<file path="src/hw/rtcc_regs.vh">
`ifndef RTCC_REGS_VH
`define RTCC_REGS_VH

// Register byte addresses
`define RTCC_CTRL_ADDR 4'h0
`define RTCC_TIME_ADDR 4'h4

// Control register fields
`define RTCC_ON_BIT 15
`define RTCC_WREN_BIT 3
`define RTCC_SYNC_BIT 2
`define RTCC_HALF_BIT 1
`define RTCC_OE_BIT 0
`define RTCC_CTRL_RST 32'h00000000

// Time register fields
`define RTCC_SEC_LSB 8
`define RTCC_SEC_MSB 14
`define RTCC_MIN_LSB 16
`define RTCC_MIN_MSB 22
`define RTCC_HOUR_LSB 24
`define RTCC_HOUR_MSB 30
`define RTCC_TIME_RST 32'h00000000
`define RTCC_SEC_MAX 7'h3B
`define RTCC_MIN_MAX 7'h3B
`define RTCC_HOUR_MAX 7'h17

// Timing
`define RTCC_CLK_PERIOD_NS 32'd5
`define RTCC_HALF_SEC_MS 32'd500
`define RTCC_HALF_SEC_CYC ((`RTCC_HALF_SEC_MS * 32'd1000000) / `RTCC_CLK_PERIOD_NS)
`define RTCC_RIPPLE_NS 32'd160
`define RTCC_RIPPLE_CYC ((`RTCC_RIPPLE_NS + `RTCC_CLK_PERIOD_NS - 32'd1) / `RTCC_CLK_PERIOD_NS)

`endif

</file>
<file path="src/hw/rtcc_ctrl.v">
// Notes on behaviour
// - Value register writes only while write-enable set
// - Ripple flag high while reads may tear
// - Half-second bit shows current half of second
// - Half-second read-only, cleared by seconds write
// - Clock output driven only while output-enable set
// - On bit writes ignored without write-enable
// - Write-enable set only while unlock active
// - Control register cleared only by power-on reset
//
// The Wishbone slave port and the address map were decided locally.
`timescale 1ns/1ps
`include "rtcc_regs.vh"

module rtcc_ctrl #(
  parameter [31:0] HALF_SEC_CYC = `RTCC_HALF_SEC_CYC
)
(
  input wire CORE_CLK,
  input wire SYS_RST,
  input wire WARM_RST,
  input wire UNLOCK,
  input wire WB_CYC_I,
  input wire WB_STB_I,
  input wire WB_WE_I,
  input wire [3:0] WB_ADR_I,
  input wire [3:0] WB_SEL_I,
  input wire [31:0] WB_DAT_I,
  output wire [31:0] WB_DAT_O,
  output wire WB_ACK_O,
  output wire RTCC_OUT,
  output wire RTCC_OUT_OE
);
  localparam [2:0] ST_IDLE = 3'b001;
  localparam [2:0] ST_MIN = 3'b010;
  localparam [2:0] ST_HOUR = 3'b100;
  localparam [31:0] CTRL_RST = `RTCC_CTRL_RST;

  reg ack_ff;
  reg [31:0] dat_ff;
  reg on_ff;
  reg wren_ff;
  reg oe_ff;
  reg sync_ff;
  reg [6:0] sec_ff;
  reg [6:0] min_ff;
  reg [6:0] hour_ff;
  reg [2:0] state_ff;
  reg [2:0] nxt_state;
  reg out_ff;
  reg out_oe_ff;
  reg [6:0] nxt_sec;
  reg [6:0] nxt_min;
  reg [6:0] nxt_hour;

  wire phase;
  wire sec_pulse;
  wire near_roll;

  wire req = WB_CYC_I & WB_STB_I & ~ack_ff;
  // Writes commit at the edge where the master sees the acknowledge
  wire wr = WB_CYC_I & WB_STB_I & ack_ff & WB_WE_I;
  wire hit_ctrl = (WB_ADR_I == `RTCC_CTRL_ADDR);
  wire hit_time = (WB_ADR_I == `RTCC_TIME_ADDR);
  wire wr_ctrl = wr & hit_ctrl;
  wire wr_time = wr & hit_time & wren_ff;
  wire wr_sec = wr_time & WB_SEL_I[1];

  function [6:0] wrap_inc;
    input [6:0] v;
    input [6:0] max;
    begin
      if (v >= max)
        wrap_inc = 7'h00;
      else
        wrap_inc = v + 7'h01;
    end
  endfunction

  function [31:0] ctrl_word;
    input on;
    input wren;
    input sync;
    input half;
    input oe;
    begin
      ctrl_word = 32'h00000000;
      ctrl_word[`RTCC_ON_BIT] = on;
      ctrl_word[`RTCC_WREN_BIT] = wren;
      ctrl_word[`RTCC_SYNC_BIT] = sync;
      ctrl_word[`RTCC_HALF_BIT] = half;
      ctrl_word[`RTCC_OE_BIT] = oe;
    end
  endfunction

  rtcc_tick #(
    .HALF_CYC(HALF_SEC_CYC)
  ) u_tick (
    .clk(CORE_CLK),
    .rst(SYS_RST),
    .run(on_ff),
    .restart(wr_sec),
    .phase(phase),
    .sec_pulse(sec_pulse),
    .near_roll(near_roll)
  );

  // Bus response; warm reset only drops a pending answer
  always @(posedge CORE_CLK)
  begin
    if (SYS_RST | WARM_RST)
    begin
      ack_ff <= 1'b0;
      dat_ff <= 32'h00000000;
    end
    else
    begin
      ack_ff <= req;
      if (req & ~WB_WE_I)
      begin
        if (hit_ctrl)
          dat_ff <= ctrl_word(on_ff, wren_ff, sync_ff, phase, oe_ff);
        else if (hit_time)
        begin
          dat_ff <= 32'h00000000;
          dat_ff[`RTCC_SEC_MSB:`RTCC_SEC_LSB] <= sec_ff;
          dat_ff[`RTCC_MIN_MSB:`RTCC_MIN_LSB] <= min_ff;
          dat_ff[`RTCC_HOUR_MSB:`RTCC_HOUR_LSB] <= hour_ff;
        end
        else
          dat_ff <= 32'h00000000;
      end
    end
  end

  // Control bits: only the power-on reset clears them
  always @(posedge CORE_CLK)
  begin
    if (SYS_RST)
    begin
      on_ff <= CTRL_RST[`RTCC_ON_BIT];
      wren_ff <= CTRL_RST[`RTCC_WREN_BIT];
      oe_ff <= CTRL_RST[`RTCC_OE_BIT];
    end
    else if (wr_ctrl)
    begin
      if (WB_SEL_I[1] & wren_ff)
        on_ff <= WB_DAT_I[`RTCC_ON_BIT];
      if (WB_SEL_I[0])
      begin
        oe_ff <= WB_DAT_I[`RTCC_OE_BIT];
        if (~WB_DAT_I[`RTCC_WREN_BIT])
          wren_ff <= 1'b0;
        else if (UNLOCK)
          wren_ff <= 1'b1;
      end
    end
  end

  // Rollover ripples one field per cycle
  always @*
  begin
    nxt_state = state_ff;
    nxt_sec = sec_ff;
    nxt_min = min_ff;
    nxt_hour = hour_ff;
    case (state_ff)
      ST_IDLE:
      begin
        if (sec_pulse)
        begin
          nxt_sec = wrap_inc(sec_ff, `RTCC_SEC_MAX);
          if (sec_ff >= `RTCC_SEC_MAX)
            nxt_state = ST_MIN;
        end
      end
      ST_MIN:
      begin
        nxt_min = wrap_inc(min_ff, `RTCC_MIN_MAX);
        nxt_state = (min_ff >= `RTCC_MIN_MAX) ? ST_HOUR : ST_IDLE;
      end
      ST_HOUR:
      begin
        nxt_hour = wrap_inc(hour_ff, `RTCC_HOUR_MAX);
        nxt_state = ST_IDLE;
      end
      default:
        nxt_state = ST_IDLE;
    endcase
    if (wr_time)
    begin
      if (WB_SEL_I[1])
        nxt_sec = WB_DAT_I[`RTCC_SEC_MSB:`RTCC_SEC_LSB];
      if (WB_SEL_I[2])
        nxt_min = WB_DAT_I[`RTCC_MIN_MSB:`RTCC_MIN_LSB];
      if (WB_SEL_I[3])
        nxt_hour = WB_DAT_I[`RTCC_HOUR_MSB:`RTCC_HOUR_LSB];
    end
  end

  always @(posedge CORE_CLK)
  begin
    if (SYS_RST)
    begin
      state_ff <= ST_IDLE;
      sec_ff <= 7'h00;
      min_ff <= 7'h00;
      hour_ff <= 7'h00;
      sync_ff <= 1'b0;
      out_ff <= 1'b0;
      out_oe_ff <= 1'b0;
    end
    else
    begin
      state_ff <= nxt_state;
      sec_ff <= nxt_sec;
      min_ff <= nxt_min;
      hour_ff <= nxt_hour;
      // Covers the window before the tick and the carry chain
      sync_ff <= near_roll | sec_pulse | (nxt_state != ST_IDLE);
      out_ff <= oe_ff & on_ff & phase;
      out_oe_ff <= oe_ff;
    end
  end

  assign WB_ACK_O = ack_ff;
  assign WB_DAT_O = dat_ff;
  assign RTCC_OUT = out_ff;
  assign RTCC_OUT_OE = out_oe_ff;
endmodule

</file>
<file path="src/hw/rtcc_tick.v">
`timescale 1ns/1ps
`include "rtcc_regs.vh"

module rtcc_tick #(
  parameter [31:0] HALF_CYC = `RTCC_HALF_SEC_CYC
)
(
  input wire clk,
  input wire rst,
  input wire run,
  input wire restart,
  output wire phase,
  output wire sec_pulse,
  output wire near_roll
);
  localparam [31:0] WIN_CYC = `RTCC_RIPPLE_CYC;
  reg [31:0] cnt_ff;
  reg phase_ff;
  reg sec_ff;
  reg near_ff;
  wire last = (cnt_ff == HALF_CYC - 32'd1);

  always @(posedge clk)
  begin
    if (rst)
    begin
      cnt_ff <= 32'h00000000;
      phase_ff <= 1'b0;
      sec_ff <= 1'b0;
      near_ff <= 1'b0;
    end
    else
    begin
      sec_ff <= 1'b0;
      if (restart)
      begin
        // Seconds write restarts the second at its first half
        cnt_ff <= 32'h00000000;
        phase_ff <= 1'b0;
      end
      else if (run)
      begin
        if (last)
        begin
          cnt_ff <= 32'h00000000;
          phase_ff <= ~phase_ff;
          sec_ff <= phase_ff;
        end
        else
          cnt_ff <= cnt_ff + 32'd1;
      end
      near_ff <= run & phase_ff & (cnt_ff + WIN_CYC >= HALF_CYC);
    end
  end

  assign phase = phase_ff;
  assign sec_pulse = sec_ff;
  assign near_roll = near_ff;
endmodule

</file>
<file path="config.mk">
export PLATFORM = sky130hd
export DESIGN_NAME = rtcc_ctrl
export DESIGN_NICKNAME = d
export VERILOG_FILES = /design/src/hw/rtcc_ctrl.v /design/src/hw/rtcc_tick.v
export VERILOG_INCLUDE_DIRS = /design/src /design/src/hw
export SDC_FILE = /design/constraint.sdc
export NUM_CORES = 1
export LEC_CHECK = 0
export BUFFER_PORTS_ARGS = -buffer_cell sky130_fd_sc_hd__buf_2
export CORE_MARGIN = 3
export CORE_UTILIZATION = 51
export CTS_CLUSTER_DIAMETER = 40
export DETAILED_ROUTE_END_ITERATION = 7
export PLACE_DENSITY = 0.85
export SLEW_MARGIN = 20
export SYNTH_ARGS = -nofsm -noshare
export SYNTH_HDL_FRONTEND = slang
export SYNTH_HIERARCHICAL = 1
export SYNTH_SLANG_ARGS = --single-unit
</file>
<file path="constraint.sdc">
create_clock -name CORE_CLK -period 2.3 [get_ports CORE_CLK]
set_clock_uncertainty 0.15 [all_clocks]
set_input_delay 0.115 -clock CORE_CLK [delete_from_list [all_inputs] [get_ports CORE_CLK]]
set_output_delay 0.115 -clock CORE_CLK [all_outputs]
set_load 0.05 [all_outputs]
</file>
### Word level (Yosys, flattened, before mapping)

Index checks and enable logic that the tools add are counted.

| operators by class | value |
|---|---|
| bitwise operators | 22 |
| multiplexer cells | 22 |
| order comparisons | 4 |
| add/subtract/negate cells | 5 |
| equal/unequal tests | 7 |
| reductions and logical operators | 7 |

Operators by type and width:

| operator | count |
|---|---|
| $mux W7 | 13 |
| $mux W31 | 2 |
| $add A32 B1 Y32 const B | 1 |
| $add A32 B6 Y32 const B | 1 |
| $eq A32 B27 Y1 const B | 1 |
| $ge A32 B27 Y1 const B | 1 |
| $mux W32 | 1 |
| $add A7 B1 Y7 const B | 3 |
| $and A1 B1 Y1 | 14 |
| $ge A7 B6 Y1 const B | 2 |
| $mux W3 | 3 |
| $ge A7 B5 Y1 const B | 1 |
| $pmux W3 S2 | 1 |
| $reduce_and A2 Y1 | 3 |
| $not A1 Y1 | 5 |
| $eq A4 B3 Y1 const B | 1 |
| $logic_not A4 Y1 | 1 |
| $reduce_or A4 Y1 | 1 |
| $eq A3 B1 Y1 const B | 1 |
| $eq A3 B2 Y1 const B | 1 |
| $eq A3 B3 Y1 const B | 1 |
| $ne A3 B1 Y1 const B | 1 |
| $or A1 B1 Y1 | 3 |
| $reduce_and A3 Y1 | 1 |
| other kinds (3) | 4 |

| word-level totals | value |
|---|---|
| logic and storage cells | 83 |
| register bits after elaboration | 98 |
| output and inout port bits | 35 |

### Longest topological paths before layout

Gate-level depths: netlist of the first run.

| depth | value |
|---|---|
| depth after elaboration | 7 |
| depth in mapped cells | 9 |
| depth with buffers taken out | 8 |

### Modules after synthesis

Netlist of the first run, hierarchy kept.

Modules (own cells, without submodules):

| module | instances | area each (µm²) | cells each | sequential area each (µm²) |
|---|---|---|---|---|
| rtcc_ctrl | 1 | 2633.8 | 323 | 1141.1 |
| rtcc_tick | 1 | 2140.8 | 261 | 700.7 |

### Least setup slack after synthesis of the first run

OpenSTA, ideal clock, no wires.

| timing | value |
|---|---|
| kind | reg-to-reg |
| start point | reg u_tick.cnt_ff[5] |
| end point | reg u_tick.near_ff (netlist: u_tick/near_roll) |
| clock period less this slack | 2.263 ns |
| path slack | 0.037 ns |
| buffers on the path | 1 |
| data required time | 2.025 ns |
| stages on the path, launching flop included | 10 |
| arrival time | 1.988 ns |
| library setup time | 0.125 ns |
| cells stage by stage | dfxtp_1 ha_1 buf_4 or3_1 a211o_1 a211oi_1 a211oi_1 nor3_1 o41ai_1 o2bb2ai_1 |

| on the way | value |
|---|---|
| word-level cells in the longest chain between the ends | 3 |

Ends and longest elaborated chain:

| item | line | RTL |
|---|---|---|
| start: declaration | rtcc_tick.v:17 | `reg [31:0] cnt_ff;` |
| start signal: assignment | rtcc_tick.v:50 | `cnt_ff <= cnt_ff + 32'd1;` |
| $add A32 B6 Y32 | rtcc_tick.v:52 | `near_ff <= run & phase_ff & (cnt_ff + WIN_CYC >= HALF_CYC);` |
| $ge A32 B27 Y1 | rtcc_tick.v:52 |  |
| $and A1 B1 Y1 | rtcc_tick.v:52 |  |
| end signal: assignment | rtcc_tick.v:52 |  |
| end: declaration | rtcc_tick.v:20 | `reg near_ff;` |

No other way between the ends.
A chain may end at the register's enable or synchronous reset.

### Worst setup path after layout of the first run

| timing | value |
|---|---|
| start point | reg u_tick.cnt_ff[3] |
| end point | reg u_tick.cnt_ff[28] |

| on the way | value |
|---|---|
| word-level cells in the longest chain between the ends | 2 |
| elaborated cells between the ends (all ways) | 3 |
| those cells by class | 1 x add/sub; 1 x eq/ne; 1 x mux |

Ends and longest elaborated chain:

| item | line | RTL |
|---|---|---|
| $add A32 B1 Y32 / $eq A32 B27 Y1 (equally long branches) | rtcc_tick.v:50, rtcc_tick.v:21 |  |
| $mux W32 (*) | rtcc_tick.v:43 | `if (last)` |

Mark *: on every way between the ends. The rest lies on a longest branch, timed or not.

==> results of run 1 <==
-- metal layers --
metal / share of wire, % / wire (µm) / global-route usage, %
met5: 0 / 0 / 0
met1: 40 / 5250 / 28.85
met4: 3.8 / 497 / 10.96
met2: 50 / 6519 / 41.76
met3: 6.2 / 817 / 5.616
-- cell usage in the layout (no fill, tap or decap), drive strengths merged, types with 6 or more instances in the layout --
master,n
buf,98
nor3b,6
and3,10
and2,7
inv,14
a21oi,40
nand4,26
or2,6
clkbuf,10
nand2,66
conb,6
xnor2,19
o21ai,8
dfxtp,92
ha,6
xor2,21
nor3,20
dlygate4sd3,28
nand2b,6
nand3,47
nor4,10
a311oi,10
nor2,64
-- sequential cells by signal, indices dropped and copies added (netlist names), 3 cells and up --
| register | cells |
|---|---|
| u_tick/cnt_ff | 32 |
| WB_DAT_O | 26 |
| hour_ff | 7 |
| min_ff | 7 |
| sec_ff | 7 |
| state_ff | 3 |
-- stage by stage --
step / utilization [%] / total power [µW] / worst slack [ns] / hold slack, ns / area, µm²
6_report: 65.51 / 2980 / 0.06506 / 0.03008 / 5824
5_1_grt: 65.48 / 3086 / -0.003676 / 0.04770 / 5822
4_1_cts: 64.82 / 2982 / 0.01311 / 0.009380 / 5763
3_5_place_dp: 59.16 / 1807 / -0.01280 / 0.2139 / 5260
3_3_place_gp: 59.16 / 1803 / -0.02181 / 0.2124 / 5260
2_1_floorplan: - / 1752 / 0.03750 / 0.04165 / 4793
-- worst max path at each step --
stage	start	endpoint	slack, ns
after floorplan	u_tick/cnt_ff[5]$_SDFFE_PP0P_	u_tick/near_roll$_SDFF_PP0_	0.04
after global placement	u_tick/cnt_ff[5]$_SDFFE_PP0P_	u_tick/near_roll$_SDFF_PP0_	-0.02
after detailed placement	u_tick/cnt_ff[5]$_SDFFE_PP0P_	u_tick/near_roll$_SDFF_PP0_	-0.01
after CTS	u_tick/cnt_ff[9]$_SDFFE_PP0P_	u_tick/near_roll$_SDFF_PP0_	0.01
after global routing	u_tick/cnt_ff[6]$_SDFFE_PP0P_	u_tick/near_roll$_SDFF_PP0_	-0.004
final	u_tick/cnt_ff[3]$_SDFFE_PP0P_	u_tick/cnt_ff[28]$_SDFFE_PP0P_	0.07
-- cell type report --
cell class / count / area share (%)
multi-input combinational: 443 / 46.55
tap: 108 / 2.320
clock buffer: 10 / 2.363
antenna: 1 / 0.04296
clock inverter: 6 / 1.375
timing repair buffer: 126 / 14.78
sequential: 92 / 31.79
inverter: 12 / 0.7734
-- timing repair --
item / CTS / global route
setup endpoints to repair: 1 / 26
buffers inserted: 0 / 1
hold endpoints to repair: 25 / 0
resized for setup: 1 / 15
hold buffers: 28 / 0
pin swaps: 0 / 5
-- logic make-up (layout without fill, tap and decap cells) --
kind of cell / count (synthesis) / after routing
other: 1 / 7
AO/OA/AOI/OAI: 93 / 93
buffers and inverters: 54 / 154
AND/OR/NAND/NOR: 295 / 295
flip-flops: 92 / 92
multiplexers: 3 / 3
XOR/XNOR: 40 / 40
adder cells (fa/ha/maj): 6 / 6
-- power by group through the flow --
stage,combinational (µW),clock (µW),sequential [µW]
2_1_floorplan,102,0,1650
3_3_place_gp,147,0,1660
3_5_place_dp,150,0,1660
4_1_cts,184,1180,1620
5_1_grt,206,1260,1620
6_report,190,1170,1620
==> results.txt, run 1 <==
The worst register-to-register path has a setup slack of 0.07 ns. The fmax came out at 0.4474 GHz. TritonCTS built the clock tree. The worst hold path terminates at state_ff[2]$_SDFF_PP0_. The number of setup violations in the final report is 0. The signal on the critical path passes through and4_1 -> nand2_1 -> or2_2 -> nor4_2 -> nand2b_4 -> buf_12 -> a21oi_1. The clock sink count is 92.

The placer's final routability congestion estimate came out at 0.9452. By area the synthesized netlist is led by sky130_fd_sc_hd__dfxtp_1 39%, sky130_fd_sc_hd__nand2_1 5.2%, sky130_fd_sc_hd__nor2_1 5.0%, sky130_fd_sc_hd__nand3_1 4.8%, sky130_fd_sc_hd__a21oi_1 4.2%. The layout overhead on the synthesized area is 21.99%.

In this run the most critical hold path is launched from SYS_RST. STA puts the critical path data arrival time at 2.33 ns. In this run, CTS created clock tree buffers numbering 9. Max-cap violations in this run came to 0. The detailed-route wire length per cell is 16.40 µm. The floorplan step defined a core boundary enclosing 8891 µm². After the first detailed-routing iteration, the DRC count stood at 243.

STA classifies the critical path endpoint as a register. The number of distinct library cells after synthesis is 63. The post-layout minimum cycle time is 2.235 ns. The via density per instance is 5.970. The combined buffer and inverter count along the critical path is 1. After synthesis, flip-flops and latches occupy 38.57% of the total area. The sequential cell fraction of total power came out at 54.4%. The mean cell area of the mapped netlist came out at 8.176 µm².

The commonest cells after synthesis are 92 x sky130_fd_sc_hd__dfxtp_1, 66 x sky130_fd_sc_hd__nand2_1, 64 x sky130_fd_sc_hd__nor2_1, 46 x sky130_fd_sc_hd__nand3_1, 40 x sky130_fd_sc_hd__a21oi_1. Row generation in the floorplan step produced 34 rows. The clock latency at the later pin of the worst-skew pair is 0.37 ns.

The flow ran to the end, and the final reports show no timing, DRC or antenna violations. In this run the horizontal extent of the chip is 102.8 µm. The number of enable-type register cells in the synthesized netlist is 0. The clock slew seen by the registers of the worst setup and hold paths is 0.10 ns. The post-detailed-route DRC marker count is 0. The global-route wire length before repair came out at 20.51 mm.

The most instantiated library cell after synthesis is sky130_fd_sc_hd__dfxtp_1. The post-layout instance count excluding filler cells is 798. In this run the critical register-to-register path is captured at u_tick/cnt_ff[28]$_SDFFE_PP0P_.

The number of cells traversed by the worst register-to-register path came out at 7. The number of warnings reported in the yosys synthesis log came out at 6. The startpoint identified for the worst register-to-register timing path is u_tick/cnt_ff[3]$_SDFFE_PP0P_. The height of the chip came out at 102.8 µm. The starting density of the core came out at 53.70%. The most used flip-flop cell after synthesis is sky130_fd_sc_hd__dfxtp_1. The critical path's top delay family is simple AND/OR/NAND/NOR gates. The number of detailed-routing iterations run before antenna repair is 5. Of the total synthesized cell area, the portion taken by full adders, half adders and majority gates is 1.572%.

Of the total power, the share spent switching nets is 24.89%. The slew at the pin closest to its max-slew limit is 0.9521 ns. The total routing resource utilization after global routing came out at 24.30%.

The share of post-route cells with drive strength above 1 is 21.63%. The switching power is 741.7 µW. The number of pins with negative max-slew slack in the final report is 0.

The number of placed cells counting well taps is 752. Adding up every negative setup slack in the final design gives 0 ns. The final routed wirelength across all metal layers is 13.09 mm. The cell taking the most area after synthesis is sky130_fd_sc_hd__dfxtp_1. The final hold violation count came out at 0. Summed over all nets, the half-perimeter wirelength after detailed placement is 8.423 mm.

The synthesized netlist occupies a cell area of 4775 µm². The count of boundary I/O pins came out at 82. The tightest min-delay check is of the in2reg type. At the end of the flow, the number of nets in the layout was 737. The maximum root-to-sink buffer count came out at 2. The area taken by flip-flops and latches is 1852 µm². The maximum fanout encountered on the critical timing path is 26. The fraction of registers with async set/reset came out at 0%.

The proportion of power drawn by the clock network is 39.2%. The share of the clock period used by the worst path is 97.17%. The pin count of the biggest net entering global routing came out at 28. By area, the combinational part of the netlist is dominated by simple AND/OR/NAND/NOR gates. The data required time at the worst endpoint came out at 2.40 ns. In the final layout, the multi-input gates occupy 2711 µm². The static leakage power is 0.002197 µW. For this design, the slowest cell found on the critical path is sky130_fd_sc_hd__dfxtp_1. Dividing total power by cell area gives a power density of 511.7 nW/µm². The largest stage delay on the critical path is 0.40 ns.

The area share of xor/xnor cells in the synthesized design is 7.338%. The instance count on the critical path is 7. The post-synthesis mux area share is 0.6289%. The number of fillers in the final layout is 727. The number of antenna violations at the first check in global routing came to 0. The overall overflow remaining after global route came out at 0.

The area share of the largest cell type after synthesis came out at 38.57%. The number of buffers inserted by port buffering came out at 67. The count of antenna-violating nets left after detailed routing is 0. The critical path in this run is classified as reg2reg. The worst voltage drop across the vdd grid is 322.5 µV.

The cell depth of the worst hold path came out at 2. The H-tree was split into 3 levels. The simple-gate share of the synthesized area came out at 32.78%. Synthesis inferred 92 register bits. The worst relative slew slack came out at 36.53%. The area of the die came out at 10560 µm². The power share of the combinational group is 6.4%. The total vias in the final route came out at 4764. The fraction of the mapped netlist area in compound gates is 12.74%.

The number of global-route vias before repair was 4385. The post-synthesis instance total came out at 584. The library cell used as clock root buffer is sky130_fd_sc_hd__clkbuf_8. STA classifies the critical path startpoint as a register. The internal portion of the total power is 2238 µW.
Note: power is estimated with default switching activity, not from simulation.
==> run 2: changes to the inputs <==
--- a/config.mk
+++ b/config.mk
@@ -11,6 +11,7 @@
 export CORE_UTILIZATION = 51
 export CTS_CLUSTER_DIAMETER = 40
 export DETAILED_ROUTE_END_ITERATION = 7
+export GPL_TIMING_DRIVEN = 0
 export PLACE_DENSITY = 0.85
 export SLEW_MARGIN = 20
 export SYNTH_ARGS = -nofsm -noshare
==> run 2 against run 1 <==
Against the previous run: the run now ends with setup timing left; first-iteration DRC count increased by 26%; utilization up 1.1 points; count of clock-buffer cells in the layout decreased by 1; register-to-register slack worse by 0.14 ns; clock power fell by 9%; routed wire length decreased by 0.27%; worst setup slack worse by 0.14 ns; critical path depth rose by 1; combinational power increased by 13%; global-route usage is 0.68 points higher; critical path type unchanged; highest routed layer unchanged.
==> results.txt, run 2 (synthesis gave the netlist of run 1 again) <==
In this run, CTS created clock tree buffers numbering 9. Setup violations remaining at the end of the flow were counted as 1. The total area of multi-input combinational cells is 2726 µm². The detail route stage leaves a number of antenna-violating nets equal to 0. The count of boundary I/O pins came out at 82. TritonCTS built the clock tree. The number of global-route vias before repair is 4449. The global-route wire length before repair is 20.98 mm.

The first TritonRoute pass finished after 5 iterations. The number of flip-flops in the largest register is 32. The finished cells cover 5924 µm².

Dividing the detail-routed wire length by the instance count gives 15.97 µm. The via density per instance is 5.920. The antenna diode count is 0. Counting flops per register, the top entry is u_tick/cnt_ff. The worst setup path is launched from a register. The clock latency at the later pin of the worst-skew pair came out at 0.38 ns. The number of pins with negative max-slew slack in the final report is 0. The share of post-route cells with drive strength above 1 came out at 20.17%. The pin count of the biggest net entering global routing came out at 19. Across all setup checks in the final design, the least slack found is -0.07176 ns. For the pin with the worst max-slew slack, the measured transition is 0.6273 ns. The final routed wirelength across all metal layers is 13.05 mm.

The final hold slack is 0.006851 ns. From bottom edge to top edge, the die measures 102.8 µm. The worst hold path belongs to the class in2reg. In this run the tool buffered the top-level ports with 67 buffer cells.

The final hold violation count came to 0. The post-layout minimum cycle time is 2.372 ns. The number of nets in the layout is 757. Across every metal layer, demand over resource in global routing totals 24.98%. The static leakage power came out at 0.002239 µW. The number of antenna violations at the first check in global routing is 0. The worst reg-to-reg setup slack is -0.07 ns. Walking the worst path, the cells encountered are ha_4 -> or3_1 -> a211o_1 -> a211oi_2 -> nor4_1 -> nor3_1 -> o41ai_2 -> o2bb2ai_1. The maximum root-to-sink buffer count came out at 2. Of all nets on the critical path, the largest fanout is 3. For the worst setup path, the data required time is 2.40 ns.

Max-cap violations in this run came to 0. The overall overflow remaining after global route came out at 0. The cell area after placement is 5264 µm². The worst relative slew slack came out at 58.07%.

The critical path contains buffers and inverters numbering 0 combined. The cell with the biggest individual delay on the critical path is sky130_fd_sc_hd__dfxtp_4. The horizontal die dimension is 102.8 µm. The layout overhead on the synthesized area came out at 24.08%.

The sum of net half-perimeters after detailed placement is 8.688 mm. Setup repair after global routing could not meet its margin everywhere. The row count is 34. The floorplan step defined a core boundary enclosing 8891 µm². The number of fillers in the final layout is 692. The clock tree synthesis step divided the H-tree into 3 levels. The clock sink count is 92. Among cell families on the critical path, the largest total delay comes from compound AO/OA/AOI/OAI gates. Derived from the worst setup path, the maximum achievable clock frequency is 0.4216 GHz. On the worst path, the slowest cell contributes a delay of 0.37 ns. Leaving out fill and tap cells, the most frequent cells in the layout are 87 x sky130_fd_sc_hd__dfxtp_1, 70 x sky130_fd_sc_hd__buf_2, 66 x sky130_fd_sc_hd__nand2_1.

STA classifies the critical path endpoint as a register. The worst voltage drop across the vdd grid came out at 385.4 µV. The starting density of the core came out at 53.70%. The detailed router's first-iteration violation count is 307.

The placer's final routability congestion estimate is 0.9706. Registers take 1853 µm². The total vias in the final route is 4837. The area of the die is 10560 µm². The library cell used most frequently in the layout, excluding fill and tap cells, is sky130_fd_sc_hd__dfxtp_1. For this design the ratio of total power to cell area is 488.3 nW/µm².

The class of the most critical setup path is reg2reg. In the routed design, unresolved DRC markers number 0. The summed negative setup slack over all endpoints came out at -0.07176 ns. The clock slew seen by the registers of the worst setup and hold paths is 0.10 ns. The tree is rooted in a sky130_fd_sc_hd__clkbuf_8. In the finished design, the share of the clock period the worst path needs comes to 103.1%. The final reports fail on setup timing.

The flow ran to the end, but the final reports show violations. Data on the critical path arrives at its endpoint at 2.47 ns.
run 2: cell count changes in the layout (fill, tap and decap cells not counted), moves of 2 or more:
cell,delta
sky130_fd_sc_hd__buf_2,+3
sky130_fd_sc_hd__clkbuf_1,+21
sky130_fd_sc_hd__inv_6,-2
sky130_fd_sc_hd__dfxtp_4,+2
sky130_fd_sc_hd__dfxtp_2,-5
sky130_fd_sc_hd__dfxtp_1,+3
sky130_fd_sc_hd__clkbuf_8,+2
sky130_fd_sc_hd__dlygate4sd3_1,+4
sky130_fd_sc_hd__buf_4,-13
sky130_fd_sc_hd__inv_8,+2
run 2: cell type report:
cell class	count	share of cell area, %
Sequential cell	92	31.28
Clock buffer	9	2.091
Clock inverter	7	1.204
Tap cell	108	2.281
Buffer	39	4.287
Multi-Input combinational cell	443	46.02
Timing Repair Buffer	107	12.08
Inverter	12	0.7603
run 2: repair_timing:
item | CTS | global route
hold buffers | 32 | 0
endpoints found under the setup margin | 31 | 35
buffers inserted | 4 | 4
pin swaps | 7 | 9
resized for setup | 12 | 14
endpoints found under the hold margin | 32 | 0
run 2: worst paths after layout:
check	start	end	depth (start not counted)
hold reg to reg	WB_DAT_O[14]$_SDFFE_PP0P_	WB_DAT_O[14]$_SDFFE_PP0P_	2
hold / removal	WB_WE_I	WB_DAT_O[29]$_SDFFE_PP0P_	4
setup reg to reg	u_tick/cnt_ff[6]$_SDFFE_PP0P_	u_tick/near_roll$_SDFF_PP0_	8
setup / recovery	u_tick/cnt_ff[6]$_SDFFE_PP0P_	u_tick/near_roll$_SDFF_PP0_	8
run 2: power by group:
group	internal (µW)	total, µW	switching (µW)
logic	96.0	215	119
clock network	420	1060	645
registers	1600	1610	13.1
total	2120	2890	777
run 2: through the flow:
step | total power, µW | cells | worst slack, ns | utilization, %
after floorplan | 1752 | 589 | 0.03750 | -
after global placement | 1812 | 764 | -0.2484 | 59.20
after detailed placement | 1816 | 764 | -0.2629 | 59.20
after CTS | 2892 | 816 | -0.07058 | 65.87
after global routing | 2988 | 817 | -0.1630 | 66.63
final | 2893 | 817 | -0.07176 | 66.63
run 2: worst register-to-register path, stage by stage, from the launching register on:
cell and delay [ns]:
sky130_fd_sc_hd__dfxtp_4 0.37, sky130_fd_sc_hd__ha_4 0.16, sky130_fd_sc_hd__or3_1 0.30, sky130_fd_sc_hd__a211o_1 0.31, sky130_fd_sc_hd__a211oi_2 0.27, sky130_fd_sc_hd__nor4_1 0.09
sky130_fd_sc_hd__nor3_1 0.31, sky130_fd_sc_hd__o41ai_2 0.15, sky130_fd_sc_hd__o2bb2ai_1 0.15
run 2: per-layer routing:
metal | track usage [%] | wire, µm | vias to the layer above
met4 | 8.964 | 317 | 0
li1 | - | - | 2314
met3 | 5.616 | 901 | 35
met2 | 43.50 | 6592 | 199
met5 | 0 | 0 | -
met1 | 30.28 | 5238 | 2289
==> run 3: changes to the inputs <==
--- a/config.mk
+++ b/config.mk
@@ -12,6 +12,7 @@
 export CTS_CLUSTER_DIAMETER = 40
 export DETAILED_ROUTE_END_ITERATION = 7
 export GPL_TIMING_DRIVEN = 0
+export HOLD_SLACK_MARGIN = 0.02
 export PLACE_DENSITY = 0.85
 export SLEW_MARGIN = 20
 export SYNTH_ARGS = -nofsm -noshare
==> run 3 against run 2 <==
Against the previous run: the flow still finishes with violations (setup timing); utilization grew 0.28 points; non-clock buffer count up 1; via count fell by 0.74%; first-iteration DRC count shrank 3.6%; sequential power is essentially flat; sequential cell count stayed put; fmax is 0.75% lower; total power increased by 0.10%; cell area up 0.42%; final cell count up 0.12%; largest cell class unchanged; highest routed layer unchanged.
==> results.txt, run 3 (synthesis gave the netlist of run 1 again) <==
The die is 102.8 µm tall. STA classifies the critical path startpoint as a register. STA classifies the critical path endpoint as a register. The clock slew seen by the registers of the worst setup and hold paths is 0.10 ns. The number of buffers inserted during clock tree synthesis is 9. The pin count of the biggest net entering global routing is 19. Counting flops per register, the top entry is u_tick/cnt_ff. The setup path with the least slack is of type reg2reg. The detailed router's first-iteration violation count is 296.

In the global route stage, met3 resource usage came out at 5.480%. The post-layout instance count excluding filler cells came out at 818. After detailed routing, the number of vias per cell comes to 5.869. Walking the worst path, the cells encountered are ha_4 -> or3_1 -> a211o_1 -> a211oi_2 -> nor4_1 -> nor3_1 -> o41ai_2 -> o2bb2ai_1. The final core utilization came out at 66.92%.

The number of setup violations in the final report came out at 1. The core area is 8891 µm². The largest stage delay on the critical path is 0.37 ns. The maximum root-to-sink buffer count is 2. The starting density of the core is 53.70%.

The worst relative slew slack came out at 61.62%. The static leakage power came out at 0.002249 µW. The share of the clock period used by the worst path is 103.9%. TritonCTS built the clock tree. The smallest clock period supported by the final layout is computed as 2.390 ns.

The tree is rooted in a sky130_fd_sc_hd__clkbuf_8. The final hold violation count was 0. The clock sink count came out at 92. In the post-route analysis, the smallest setup slack over all paths is -0.08978 ns.

The share of post-route cells with drive strength above 1 is 20.28%. The flow ran to the end, but the final reports show violations. The total overflow left after global routing is 0. After detailed routing, the number of remaining DRC violations is 0. The data required time at the worst endpoint is 2.40 ns. The number of antenna violations at the first check in global routing came out at 0. The H-tree depth came out at 3. The routed layout has 4801 vias. The number of buffers inserted by port buffering came out at 67.

The final reports fail on setup timing. The number of nets in the layout came out at 758. The count of antenna-violating nets left after detailed routing came out at 0. The maximum fanout encountered on the critical timing path is 3. The critical path data arrival time came out at 2.49 ns. In the layout the commonest cells are 87 x sky130_fd_sc_hd__dfxtp_1, 70 x sky130_fd_sc_hd__buf_2, 66 x sky130_fd_sc_hd__nand2_1. For this run, global-route usage on met2 was measured as 43.64%. The clock latency at the later pin of the worst-skew pair came out at 0.37 ns. The layout overhead on the synthesized area is 24.61%.

The power density relative to cell area came out at 486.7 nW/µm². The global-route wire length before repair is 21.25 mm. The number of pins with negative max-slew slack in the final report came out at 0. The global routing stage identified its most utilized layer as met2. The pre-antenna-repair detailed-routing pass consisted of 5 iterations.

The number of flip-flops in the largest register came out at 32. Setup repair after global routing could not meet its margin everywhere. The placer's final routability congestion estimate came out at 0.9706.

The total design power is 2896 µW. The detailed-route wire length per cell came out at 16.35 µm. The cell with the biggest individual delay on the critical path is sky130_fd_sc_hd__dfxtp_4. The row count came out at 34. 82 I/O pins were placed. The tightest min-delay check is of the in2reg type. The horizontal die dimension is 102.8 µm. The final routed wirelength across all metal layers is 13.37 mm. The sum of net half-perimeters after detailed placement came out at 8.688 mm. The number of global-route vias before repair came out at 4458. The number of antenna diodes in the final layout is 0.

For this run, the top clock speed supported by timing is 0.4184 GHz. The tool flagged a number of max-cap violations equal to 0. The number of placed cells counting well taps came out at 764. The worst voltage drop across the vdd grid came out at 393.1 µV.

The die covers 10560 µm². At the placement stage, the worst setup path has a slack of -0.2629 ns. The global-route track usage on met1 came out at 30.90%. At the pin with the least slew margin, the transition time is 0.5757 ns. The total routing resource utilization after global routing came out at 25.22%. The number of fillers in the final layout is 687.

Leaving out fill and tap cells, the most frequent cell in the layout is sky130_fd_sc_hd__dfxtp_1.
[run 3: cell count changes in the layout (fill, tap and decap cells not counted)]
cell	previous run	this run
sky130_fd_sc_hd__dlygate4sd3_1	32	33
sky130_fd_sc_hd__nor4_1	6	5
sky130_fd_sc_hd__nor4_2	1	2
sky130_fd_sc_hd__nor4b_2	1	0
sky130_fd_sc_hd__nor4b_4	0	1
[run 3: worst max-delay path: cells and delay by family, from the launching register on]
kind                       cells  cell delay (ns)
AOI/OAI and AO/OA              4             0.88
and+or+nand+nor                3             0.71
DFF                            1             0.37
adders and majority gates      1             0.16
[run 3: path summary, 6_finish.rpt]
kind,slack [ns],to,cells past startpoint,start
max reg2reg,-0.09,u_tick/near_roll$_SDFF_PP0_,8,u_tick/cnt_ff[6]$_SDFFE_PP0P_
max,-0.09,u_tick/near_roll$_SDFF_PP0_,8,u_tick/cnt_ff[6]$_SDFFE_PP0P_
min,0.04,WB_DAT_O[8]$_SDFFE_PP0P_,4,WB_WE_I
min reg2reg,0.30,WB_DAT_O[14]$_SDFFE_PP0P_,2,WB_DAT_O[14]$_SDFFE_PP0P_
[run 3: metal layers]
layer	up-vias	wire length, µm
li1	2314	-
met1	2251	5395
met2	198	6700
met3	38	877
met4	0	397
met5	-	0
[run 3: cell type report]
cell class / instances / area, µm² / share of cell area (%)
plain buffers: 39 / 254.0 / 4.269
clock buffers: 9 / 123.9 / 2.082
clock inverters: 7 / 71.32 / 1.199
inverters: 12 / 45.04 / 0.7571
multi-input cells: 443 / 2741 / 46.08
flip-flops and latches: 92 / 1853 / 31.15
well taps: 108 / 135.1 / 2.271
repair buffers: 108 / 725.7 / 12.20
[run 3: report_power, final]
group          internal (µW)  leakage, µW  switching [µW]  total (µW)
Clock                    420    0.0000922             642        1060
Sequential              1600     0.000745            13.0        1610
Combinational           98.2      0.00141             122         221
Total                   2120      0.00225             777        2900
[run 3: stage by stage]
step | setup TNS [ns] | instance area, µm² | hold WS [ns]
floorplan | 0 | 4793 | 0.04165
global placement | -5.748 | 5264 | 0.2033
detailed placement | -6.794 | 5264 | 0.2135
CTS | -0.07058 | 5867 | 0.03539
global route | -0.2609 | 5949 | 0.04019
finish | -0.08978 | 5949 | 0.04088
[run 3: timing repair]
action                     4_1_cts  5_1_grt
hold endpoints to repair        33        0
gates cloned                     0        0
hold buffers                    33        0
buffers inserted                 4        4
resized for setup               12       16
setup endpoints to repair       31       37
pin swaps                        7        9
